[config.mk]
export PLATFORM = sky130hd
export DESIGN_NAME = nic_config_wake_pci_status
export DESIGN_NICKNAME = d
export VERILOG_FILES = /design/src/wake_pulse_timer.v /design/src/wake_led_config.v
export VERILOG_INCLUDE_DIRS = /design/src
export SDC_FILE = /design/constraint.sdc
export NUM_CORES = 1
export LEC_CHECK = 0
export BUFFER_PORTS_ARGS = -buffer_cell sky130_fd_sc_hd__buf_4
export CAP_MARGIN = 10
export CORE_MARGIN = 2
export CORE_UTILIZATION = 44
export CTS_BUF_LIST = sky130_fd_sc_hd__clkbuf_8
export CTS_CLUSTER_SIZE = 12
export DETAILED_ROUTE_END_ITERATION = 10
export HOLD_SLACK_MARGIN = 0.12
export PLACE_DENSITY_LB_ADDON = 0.08
export SLEW_MARGIN = 20
export SYNTH_ARGS = -nofsm -noshare
export SYNTH_HDL_FRONTEND = slang
export SYNTH_HIERARCHICAL = 1
export SYNTH_SLANG_ARGS = --single-unit
[constraint.sdc]
create_clock -name clk_in -period 2 [get_ports clk_in]
set_input_delay 0.6 -clock clk_in [delete_from_list [all_inputs] [get_ports clk_in]]
set_output_delay 0.6 -clock clk_in [all_outputs]
set_load 0.02 [all_outputs]
[src/wake_led_regs.vh]
// Purpose: constants for the wake/LED setup and bus environment registers
// Assumes: byte-wide register port, offsets are byte addresses
// Notes: included by the config design file, the assertion checks and the bench
// How it works
// - led mode resets to 00; eeprom load strobe sets it
// - driver flag cleared on command/config write
// - bit 4 picks level polarity; pattern select stays 0, so no pulse mode
// - wake select bits reset to zero
// - pulse lasts 150 ms; cardbus ignores selects
// - bit 3 reports memory space mapping
// - bit 2 reports io space mapping
// - bit 1 enables vital product data
// - power enable writable only in mode 11
// - capability-list bit follows power enable
// - capability pointer zero unless power enabled
// - aux power bit captured after reset
// - config writes need eeprom mode 11
`ifndef WAKE_LED_REGS_VH
`define WAKE_LED_REGS_VH
// ==========================================
// register offsets
`define EEPROM_CMD_OFFSET 8'h50
`define WAKE_LED_SETUP_OFFSET 8'h52
`define BUS_ENV_STATUS_OFFSET 8'h53
// ==========================================
// field positions
`define LED_MODE_HI 7
`define LED_MODE_LO 6
`define DRIVER_LOADED_BIT 5
`define WAKE_ACTIVITY_BIT 4
`define MEM_MAPPED_BIT 3
`define IO_MAPPED_BIT 2
`define VPD_ENABLE_BIT 1
`define POWER_ENABLE_BIT 0
`define AUX_POWER_BIT 4
`define BUS_WIDTH_BIT 3
`define EEPROM_MODE_HI_BIT 7
`define EEPROM_MODE_LO_BIT 6
// ==========================================
// values
`define CONFIG_WRITE_MODE 2'h3
`define CAP_ID_POWER 8'h01
`define CAP_PTR_POWER 8'hDC
`define NEXT_PTR_VPD 8'hE4
`define STATUS_CAP_LIST_BIT 4
// ==========================================
// timing
`define CLK_PERIOD_NS 25
`define WAKE_PULSE_MS 150
`define WAKE_PULSE_CYCLES ((`WAKE_PULSE_MS * 1000000) / `CLK_PERIOD_NS)
`endif

[src/wake_pulse_timer.v]
// Purpose: one-shot timer that holds a pulse for a set number of cycles
// Assumes: start is a one-cycle pulse
// Notes: restart while busy reloads the count
`timescale 1ns/1ps
module wake_pulse_timer #(
    parameter CYCLES = 6000000,
    parameter WIDTH = 23
) (
    input wire clk_in, // clock
    input wire nrst_in, // sync reset, active low
    input wire start_in, // begin pulse
    output reg busy_out // high while pulse lasts
);
    reg [WIDTH-1:0] count_reg;
    // ==========================================
    // countdown
    always @(posedge clk_in) begin
        if (!nrst_in) begin
            count_reg <= {WIDTH{1'b0}};
            busy_out <= 1'b0;
        end else if (start_in) begin
            count_reg <= CYCLES[WIDTH-1:0] - {{(WIDTH-1){1'b0}}, 1'b1};
            busy_out <= 1'b1;
        end else if (count_reg != {WIDTH{1'b0}}) begin
            count_reg <= count_reg - {{(WIDTH-1){1'b0}}, 1'b1};
        end else begin
            busy_out <= 1'b0;
        end
    end
endmodule // wake_pulse_timer

[src/wake_led_config.v]
// Purpose: wake/LED setup register and read-only bus environment status
// Assumes: byte register port and config snoop strobes synchronous to clk_in
// Notes: eeprom values are presented during load_in pulse
// Notes: pulse modes need a pattern bit that lives outside this byte
// Notes: read data holds until the next read strobe
`timescale 1ns/1ps
`include "wake_led_regs.vh"
module nic_config_wake_pci_status #(
    parameter PULSE_CYCLES = `WAKE_PULSE_CYCLES, // shorten in simulation
    parameter PULSE_WIDTH = 23 // timer width
) (
    input wire clk_in, // bus clock
    input wire nrst_in, // bus reset, active low
    input wire [7:0] addr_in, // register byte address
    input wire [7:0] wdata_in, // write data
    input wire wr_in, // register write strobe
    input wire rd_in, // register read strobe
    output reg [7:0] rdata_out, // read data
    input wire [1:0] eeprom_mode_in, // eeprom_mode_hi/lo from command reg
    input wire cmd_write_in, // command register written
    input wire cfg_write_in, // config space written
    input wire eeprom_load_in, // eeprom load strobe
    input wire [1:0] eeprom_led_in, // led mode from eeprom
    input wire eeprom_pm_in, // power enable from eeprom
    input wire mem_mapped_in, // registers in memory space
    input wire io_mapped_in, // registers in io space
    input wire aux_power_in, // aux power present level
    input wire bus64_in, // 64-bit slot detect
    input wire [2:0] bus_clock_in, // bus clock code
    input wire cardbus_in, // cardbus application
    input wire wake_event_in, // wake request pulse
    output reg wake_output_pin_out, // wake pin drive
    output reg [1:0] led_mode_select_out, // led mode
    output reg vpd_enable_out, // vital product data enable
    output reg power_mgmt_enable_out, // power management enable
    output reg status_cap_list_out, // config status bit 4
    output reg [7:0] cap_pointer_out, // config 34h
    output reg [7:0] cap_id_out, // power cap id
    output reg [7:0] cap_next_out, // power cap next pointer
    output reg pm_regs_valid_out // power regs valid
);
    reg driver_loaded_flag_reg;
    reg wake_activity_select_reg;
    reg wake_pattern_select_reg;
    reg aux_power_reg;
    reg aux_caught_reg;
    reg wake_level_reg;
    wire cfg_wr_ok;
    wire setup_wr;
    wire pulse_busy;
    wire [7:0] setup_value;
    wire [7:0] bus_env_value;
    wire pattern_eff;
    wire activity_eff;
    reg [1:0] led_mode_next;
    reg driver_loaded_next;
    reg activity_next;
    reg vpd_next;
    reg power_next;
    reg [7:0] rdata_next;
    reg wake_pin_next;

    // ==========================================
    // write qualification
    assign cfg_wr_ok = (eeprom_mode_in == `CONFIG_WRITE_MODE);
    assign setup_wr = wr_in && cfg_wr_ok && (addr_in == `WAKE_LED_SETUP_OFFSET);
    // cardbus ignores both wake selects
    assign pattern_eff = cardbus_in ? 1'b0 : wake_pattern_select_reg;
    assign activity_eff = cardbus_in ? 1'b0 : wake_activity_select_reg;

    // ==========================================
    // setup register next values
    // eeprom load outranks a software write in the same cycle
    always @* begin
        led_mode_next = led_mode_select_out;
        driver_loaded_next = driver_loaded_flag_reg;
        activity_next = wake_activity_select_reg;
        vpd_next = vpd_enable_out;
        power_next = power_mgmt_enable_out;
        if (eeprom_load_in) begin
            led_mode_next = eeprom_led_in;
            power_next = eeprom_pm_in;
            driver_loaded_next = 1'b0;
        end else begin
            if (setup_wr) begin
                led_mode_next = wdata_in[`LED_MODE_HI:`LED_MODE_LO];
                activity_next = wdata_in[`WAKE_ACTIVITY_BIT];
                vpd_next = wdata_in[`VPD_ENABLE_BIT];
                power_next = wdata_in[`POWER_ENABLE_BIT];
            end
            // a write of the flag itself wins over an auto-clear in same cycle
            if (setup_wr) begin
                driver_loaded_next = wdata_in[`DRIVER_LOADED_BIT];
            end else if (cmd_write_in || cfg_write_in) begin
                driver_loaded_next = 1'b0;
            end
        end
    end

    // setup register flops; wake selects clear so the pin idles active-high
    always @(posedge clk_in) begin
        if (!nrst_in) begin
            led_mode_select_out <= 2'h0;
            driver_loaded_flag_reg <= 1'b0;
            wake_activity_select_reg <= 1'b0;
            vpd_enable_out <= 1'b0;
            power_mgmt_enable_out <= 1'b0;
        end else begin
            led_mode_select_out <= led_mode_next;
            driver_loaded_flag_reg <= driver_loaded_next;
            wake_activity_select_reg <= activity_next;
            vpd_enable_out <= vpd_next;
            power_mgmt_enable_out <= power_next;
        end
    end

    // pattern select has no bit in this byte; it stays at its reset default
    always @(posedge clk_in) begin
        if (!nrst_in) begin
            wake_pattern_select_reg <= 1'b0;
        end else begin
            wake_pattern_select_reg <= wake_pattern_select_reg;
        end
    end

    // ==========================================
    // aux power captured once after reset
    // later changes on the pin are ignored until the next reset
    always @(posedge clk_in) begin
        if (!nrst_in) begin
            aux_power_reg <= 1'b0;
            aux_caught_reg <= 1'b0;
        end else if (!aux_caught_reg) begin
            aux_power_reg <= aux_power_in;
            aux_caught_reg <= 1'b1;
        end
    end

    // ==========================================
    // register read values
    assign setup_value = {led_mode_select_out, driver_loaded_flag_reg, wake_activity_select_reg,
                          mem_mapped_in, io_mapped_in, vpd_enable_out, power_mgmt_enable_out};
    assign bus_env_value = {3'h0, aux_power_reg, bus64_in, bus_clock_in};

    // read decode, unmapped addresses read zero
    always @* begin
        rdata_next = rdata_out;
        if (rd_in) begin
            if (addr_in == `WAKE_LED_SETUP_OFFSET) begin
                rdata_next = setup_value;
            end else if (addr_in == `BUS_ENV_STATUS_OFFSET) begin
                rdata_next = bus_env_value;
            end else begin
                rdata_next = 8'h00;
            end
        end
    end

    // read data flop
    always @(posedge clk_in) begin
        if (!nrst_in) begin
            rdata_out <= 8'h00;
        end else begin
            rdata_out <= rdata_next;
        end
    end

    // ==========================================
    // config space capability view
    // lags the enable by one cycle so config reads see a settled block
    always @(posedge clk_in) begin
        if (!nrst_in) begin
            status_cap_list_out <= 1'b0;
            cap_pointer_out <= 8'h00;
            cap_id_out <= 8'h00;
            cap_next_out <= 8'h00;
            pm_regs_valid_out <= 1'b0;
        end else begin
            status_cap_list_out <= power_mgmt_enable_out;
            cap_pointer_out <= power_mgmt_enable_out ? `CAP_PTR_POWER : 8'h00;
            cap_id_out <= power_mgmt_enable_out ? `CAP_ID_POWER : 8'h00;
            cap_next_out <= (power_mgmt_enable_out && vpd_enable_out) ? `NEXT_PTR_VPD : 8'h00;
            pm_regs_valid_out <= power_mgmt_enable_out;
        end
    end

    // ==========================================
    // wake pin
    wake_pulse_timer #(
        .CYCLES(PULSE_CYCLES),
        .WIDTH(PULSE_WIDTH)
    ) u_pulse (
        .clk_in(clk_in),
        .nrst_in(nrst_in),
        .start_in(wake_event_in && pattern_eff),
        .busy_out(pulse_busy)
    );

    // level mode latches the event until driver write clears it
    always @(posedge clk_in) begin
        if (!nrst_in) begin
            wake_level_reg <= 1'b0;
        end else if (wake_event_in) begin
            wake_level_reg <= 1'b1;
        end else if (cfg_write_in) begin
            wake_level_reg <= 1'b0;
        end
    end

    // pin level before the output flop
    always @* begin
        if (pattern_eff) begin
            wake_pin_next = pulse_busy ^ activity_eff;
        end else begin
            wake_pin_next = wake_level_reg ^ activity_eff;
        end
    end

    // wake pin flop, low in reset matches the active-high idle level
    always @(posedge clk_in) begin
        if (!nrst_in) begin
            wake_output_pin_out <= 1'b0;
        end else begin
            wake_output_pin_out <= wake_pin_next;
        end
    end
endmodule // nic_config_wake_pci_status

# ---- Yosys cells after proc, flatten, opt, wreduce, memory -nomap -nowiden
# Index checks and enable logic that the tools add are counted.
dict set report classes {
  n_reduce_logical 9
  muxes 15
  n_bitwise 3
  n_eq_ne 3
}
# operator n
set ops {}
lappend ops {{8-bit two-way mux} 3}
lappend ops {{8-bit by 7-bit equality test with 1-bit output (second input constant)} 2}
lappend ops {{1-bit two-way mux} 9}
lappend ops {{2-bit nonzero test} 3}
lappend ops {{5-bit two-way mux} 1}
lappend ops {{2-bit two-way mux} 2}
lappend ops {{1-bit logical AND} 3}
lappend ops {{2-bit equality test (second input constant)} 1}
lappend ops {{1-bit NOT} 2}
lappend ops {{2-bit AND reduction} 1}
lappend ops {{2-bit OR reduction} 1}
lappend ops {{1-bit logical OR} 1}
lappend ops {{1-bit XOR} 1}
dict set report totals {
  in_bits 37
  word_cells 44
  out_inout_bits 39
  ff_bits 43
}

# ---- Logic depth before layout (Yosys ltp)
dict set report depth {
  word_depth 5
  ltp_mapped 5
  depth_no_buf 4
}

# ---- Worst setup path after synthesis
# Ideal clock, no wire load.
dict set report synth_path {
  path_type {in2reg}
  start {input port addr_in[7]}
  end {register rdata_out[4]}
  setup_time_ns 0.130
  n_path_buf 1
  path_slack_ns 0.531
  required_ns 1.870
  arrival_ns 1.339
  stages 5
  path_cell_list {and4bb_2 -> and2_1 -> buf_6 -> a22oi_1 -> a21oi_1}
}
dict set report synth_via {
  elab_chain_len 3
  word_cells_on_any_way 4
  cone_classes {eq/ne: 2; mux: 2}
}
# item line
set synth_rtl {}
lappend synth_rtl {{start, declared} wake_led_config.v:14} ;# input wire [7:0] addr_in,
lappend synth_rtl {{8-bit by 7-bit equality test with 1-bit output (no source line)} n/a}
lappend synth_rtl {{5-bit two-way mux} wake_led_config.v:151} ;# end else if (addr_in == `BUS_ENV_STATUS_OFFSET) begin
lappend synth_rtl {{8-bit two-way mux (*)} wake_led_config.v:149} ;# if (addr_in == `WAKE_LED_SETUP_OFFSET) begin
lappend synth_rtl {{end signal, assigned} wake_led_config.v:164} ;# rdata_out <= rdata_next;
lappend synth_rtl {{end, declared} wake_led_config.v:18} ;# output reg [7:0] rdata_out,
# Mark *: on every way between the ends. The rest lies on a longest branch, timed or not.
# A chain may end at the register's enable or synchronous reset.

# ---- Final worst setup path
dict set report layout_path {
  start {input port addr_in[5]}
  end {register rdata_out[1]}
}
# The elaborated chain is that of the path after synthesis.

==> flow_metrics.py <==
metrics = {
    "sta": {
        "setup_viol": 0,
        "setup_tns_ns": 0,
        "drv_slew": 0,
        "fin_skew_ns": 0.00502,
        "fmax_ghz": 0.643,
        "finalCritPeriodShare_pct": 77.7,
        "fin_crit_ns": 1.55,
        "hold_viol": 0,
        "rsz0062_at_grt": "false",
    },
    "finish": {
        "diodes": 0,
        "largest_reg_flops": 8,
        "reg_top3": "rdata_out: 8 flops, led_mode_select_out: 2 flops",
        "areaGrowthSynthToFinish_pct": 37.5,
        "largest-register": "rdata_out",
        "final_nets": 197,
        "final_layout_size_suffix_gt1_share_pct": 42.1,
    },
    "die": {
        "core_region_area_mm2": 0.00219,
        "initial_core_util_pct": 46.2,
        "io-pin-count": 76,
        "die-area_mm2": 0.00270,
        "die_h_um": 52.0,
        "placementRows": 17,
        "die_w_um": 52.0,
    },
    "critical_path": {
        "cp-startpoint": "addr_in[5]",
        "arrival_ns": 1.74,
        "slowest_stage": "and2_1",
        "end_kind": "flip-flop",
        "cp.buffers_inverters": 1,
        "start_kind": "input port",
        "required_ns": 2.18,
        "critical_path_class": "in -> reg",
        "crit_chain": "buf_4, nor4b_4, and2_1, a22oi_1, a21oi_1",
        "worstRegToRegCells": 3,
        "r2r_start": "wake_activity_select_reg",
        "crit_family": "simple AND/OR/NAND/NOR gates",
        "cp_max_fo": 10,
        "max_stage_delay_ns": 0.40,
        "r2r-end": "wake_output_pin_out",
        "cp_num_cells": 5,
        "ff2ff_setup_slack_ns": 1.20,
    },
    "outcome": {
        "status": "completed",
    },
    "routing": {
        "post-route-drc-count": 0,
        "vias_per_cell": 4.73,
        "dr.pass1.iters": 4,
        "num_vias": 885,
        "wl_per_cell_um": 11.7,
        "routed_wl_um": 2200,
        "ant_nets": 0,
        "drtIter0Drc": 9,
    },
    "global_route": {
        "gr-usage-all-layers_pct": 17.4,
        "grt_start_max_net_pins": 23,
        "grt_pass1_wl_um": 3480,
        "grt_pass1_vias": 811,
        "antenna_found_initial": 0,
        "overflow": 0,
    },
    "clocking": {
        "numCtsBuffers": 3,
        "post-cts-setup-buffers": 0,
        "cts-resized-gates": 0,
        "clk_latency_ns": 0.25,
        "cts_hold_buffers": 0,
        "cts.htree.levels": 1,
        "max-clock-path-buffers": 2,
        "clk_pin_slew_worst_paths_ns": 0.07,
        "cts_tree": "yes",
        "clockRootBuffer": "clkbuf_8",
        "clock-sinks": 20,
    },
    "place": {
        "dp_hpwl_um": 1700,
        "place.gp.congestion": 0.673,
        "port_buffers": 59,
    },
    "power": {
        "total_power_mw": 0.884,
        "peakVddDrop_mv": 0.343,
        "p_clk_share_pct": 33.7,
        "p_seq_share_pct": 47.9,
        "switchingPower_mw": 0.217,
        "p_comb_share_pct": 18.5,
        "p_leak_nw": 0.670,
        "switching_share_pct": 24.6,
        "powerDensity_mw_per_mm2": 635,
        "internal_power_mw": 0.667,
    },
    "worst_hold_path": {
        "hold_class": "reg -> reg",
        "hold-path-endpoint": "rdata_out[7]",
        "hp-start": "rdata_out[7]",
        "whs_path_depth": 2,
    },
    "yosys": {
        "synth_flop_cell": "dfxtp_1",
        "synth_top_area_cell": "dfxtp_1",
        "ys_ff_latch": 20,
        "yosysTopAreaCellShare_pct": 39.6,
        "synth-edff-count": 0,
        "yosysWarnings": 6,
        "synth.avg_cell_area_um2": 9.12,
        "synth_common_cells": "buf_4 (24), dfxtp_1 (20), a21oi_1 (9)",
        "synth_most_common_cell": "buf_4",
        "syn_inst": 111,
        "netlist-cell-type-count": 27,
        "netlist_top_cells_area": "dfxtp_1 (40%), buf_4 (18%), a21oi_1 (4.4%)",
        "netlist_area_mm2": 0.00101,
        "synth.yosys.seq_area_share_pct": 39.6,
        "async_flop_share_pct": 0,
    },
    "flow_run": {
        "maxCapViolCount": 0,
    },
}
[through the flow]
stage	hold WS, ns	cell area, um^2	setup WS [ns]	std cells	util (%)
floorplan	0.440	1060	0.531	124	-
global placement	0.451	1340	0.212	183	61.0
detailed placement	0.463	1340	0.182	183	61.0
CTS	0.475	1390	0.437	187	63.5
global route	0.503	1390	0.276	187	63.5
finish	0.471	1390	0.445	187	63.5
[kinds of logic after synthesis]
| logic type | count (synthesis) | share of synthesized area (%) |
|---|---|---|
| multiplexers | 4 | 3.96 |
| buffers and inverters | 29 | 20.4 |
| XOR/XNOR | 1 | 0.865 |
| flip-flops | 20 | 39.6 |
| AO/OA/AOI/OAI | 30 | 17.6 |
| AND/OR/NAND/NOR | 26 | 17.3 |
| other | 1 | 0.370 |
[routing by layer]
metal	track usage, %	wire, um
met5	0	0
met4	6.14	0
met3	3.45	183
met2	31.0	1140
met1	20.3	875
[power groups by stage]
stage	sequential [mW]	clock [mW]	combinational (mW)
2_1_floorplan	0.444	0	0.0937
3_3_place_gp	0.432	0	0.161
3_5_place_dp	0.432	0	0.163
4_1_cts	0.423	0.307	0.164
5_1_grt	0.425	0.324	0.177
6_report	0.423	0.298	0.163
[final cells by class]
type	instances	area (um^2)
timing repair buffer	59	443
sequential	20	400
clock buffer	4	55.1
multi-input combinational	75	454
inverter	1	3.75
tap	28	35.0
fill	185	800
[how the worst max path moves through the flow]
stage	to	slack [ns]
global placement	rdata_out[2]	0.21
CTS	wake_activity_select_reg	0.44
global route	rdata_out[1]	0.28
finish	rdata_out[1]	0.45
floorplan	rdata_out[4]	0.53
detailed placement	wake_activity_select_reg	0.18
[worst min-delay path, stage by stage, from the launching register on]
cell and delay (ns):
dfxtp_1 0.31, nand2b_1 0.07, a21boi_1 0.05
[layout by cell type, fill, tap and decap left out, drive strengths merged, types with 4 or more instances in the layout]
master,synthesis,final
a22oi,5,5
nand2b,4,4
dfxtp,20,20
conb,1,14
a21oi,9,9
mux2i,4,4
nand3,7,7
o21ai,10,10
buf,25,59
clkbuf,3,4
No activity file was read; power rests on OpenSTA's default activity.
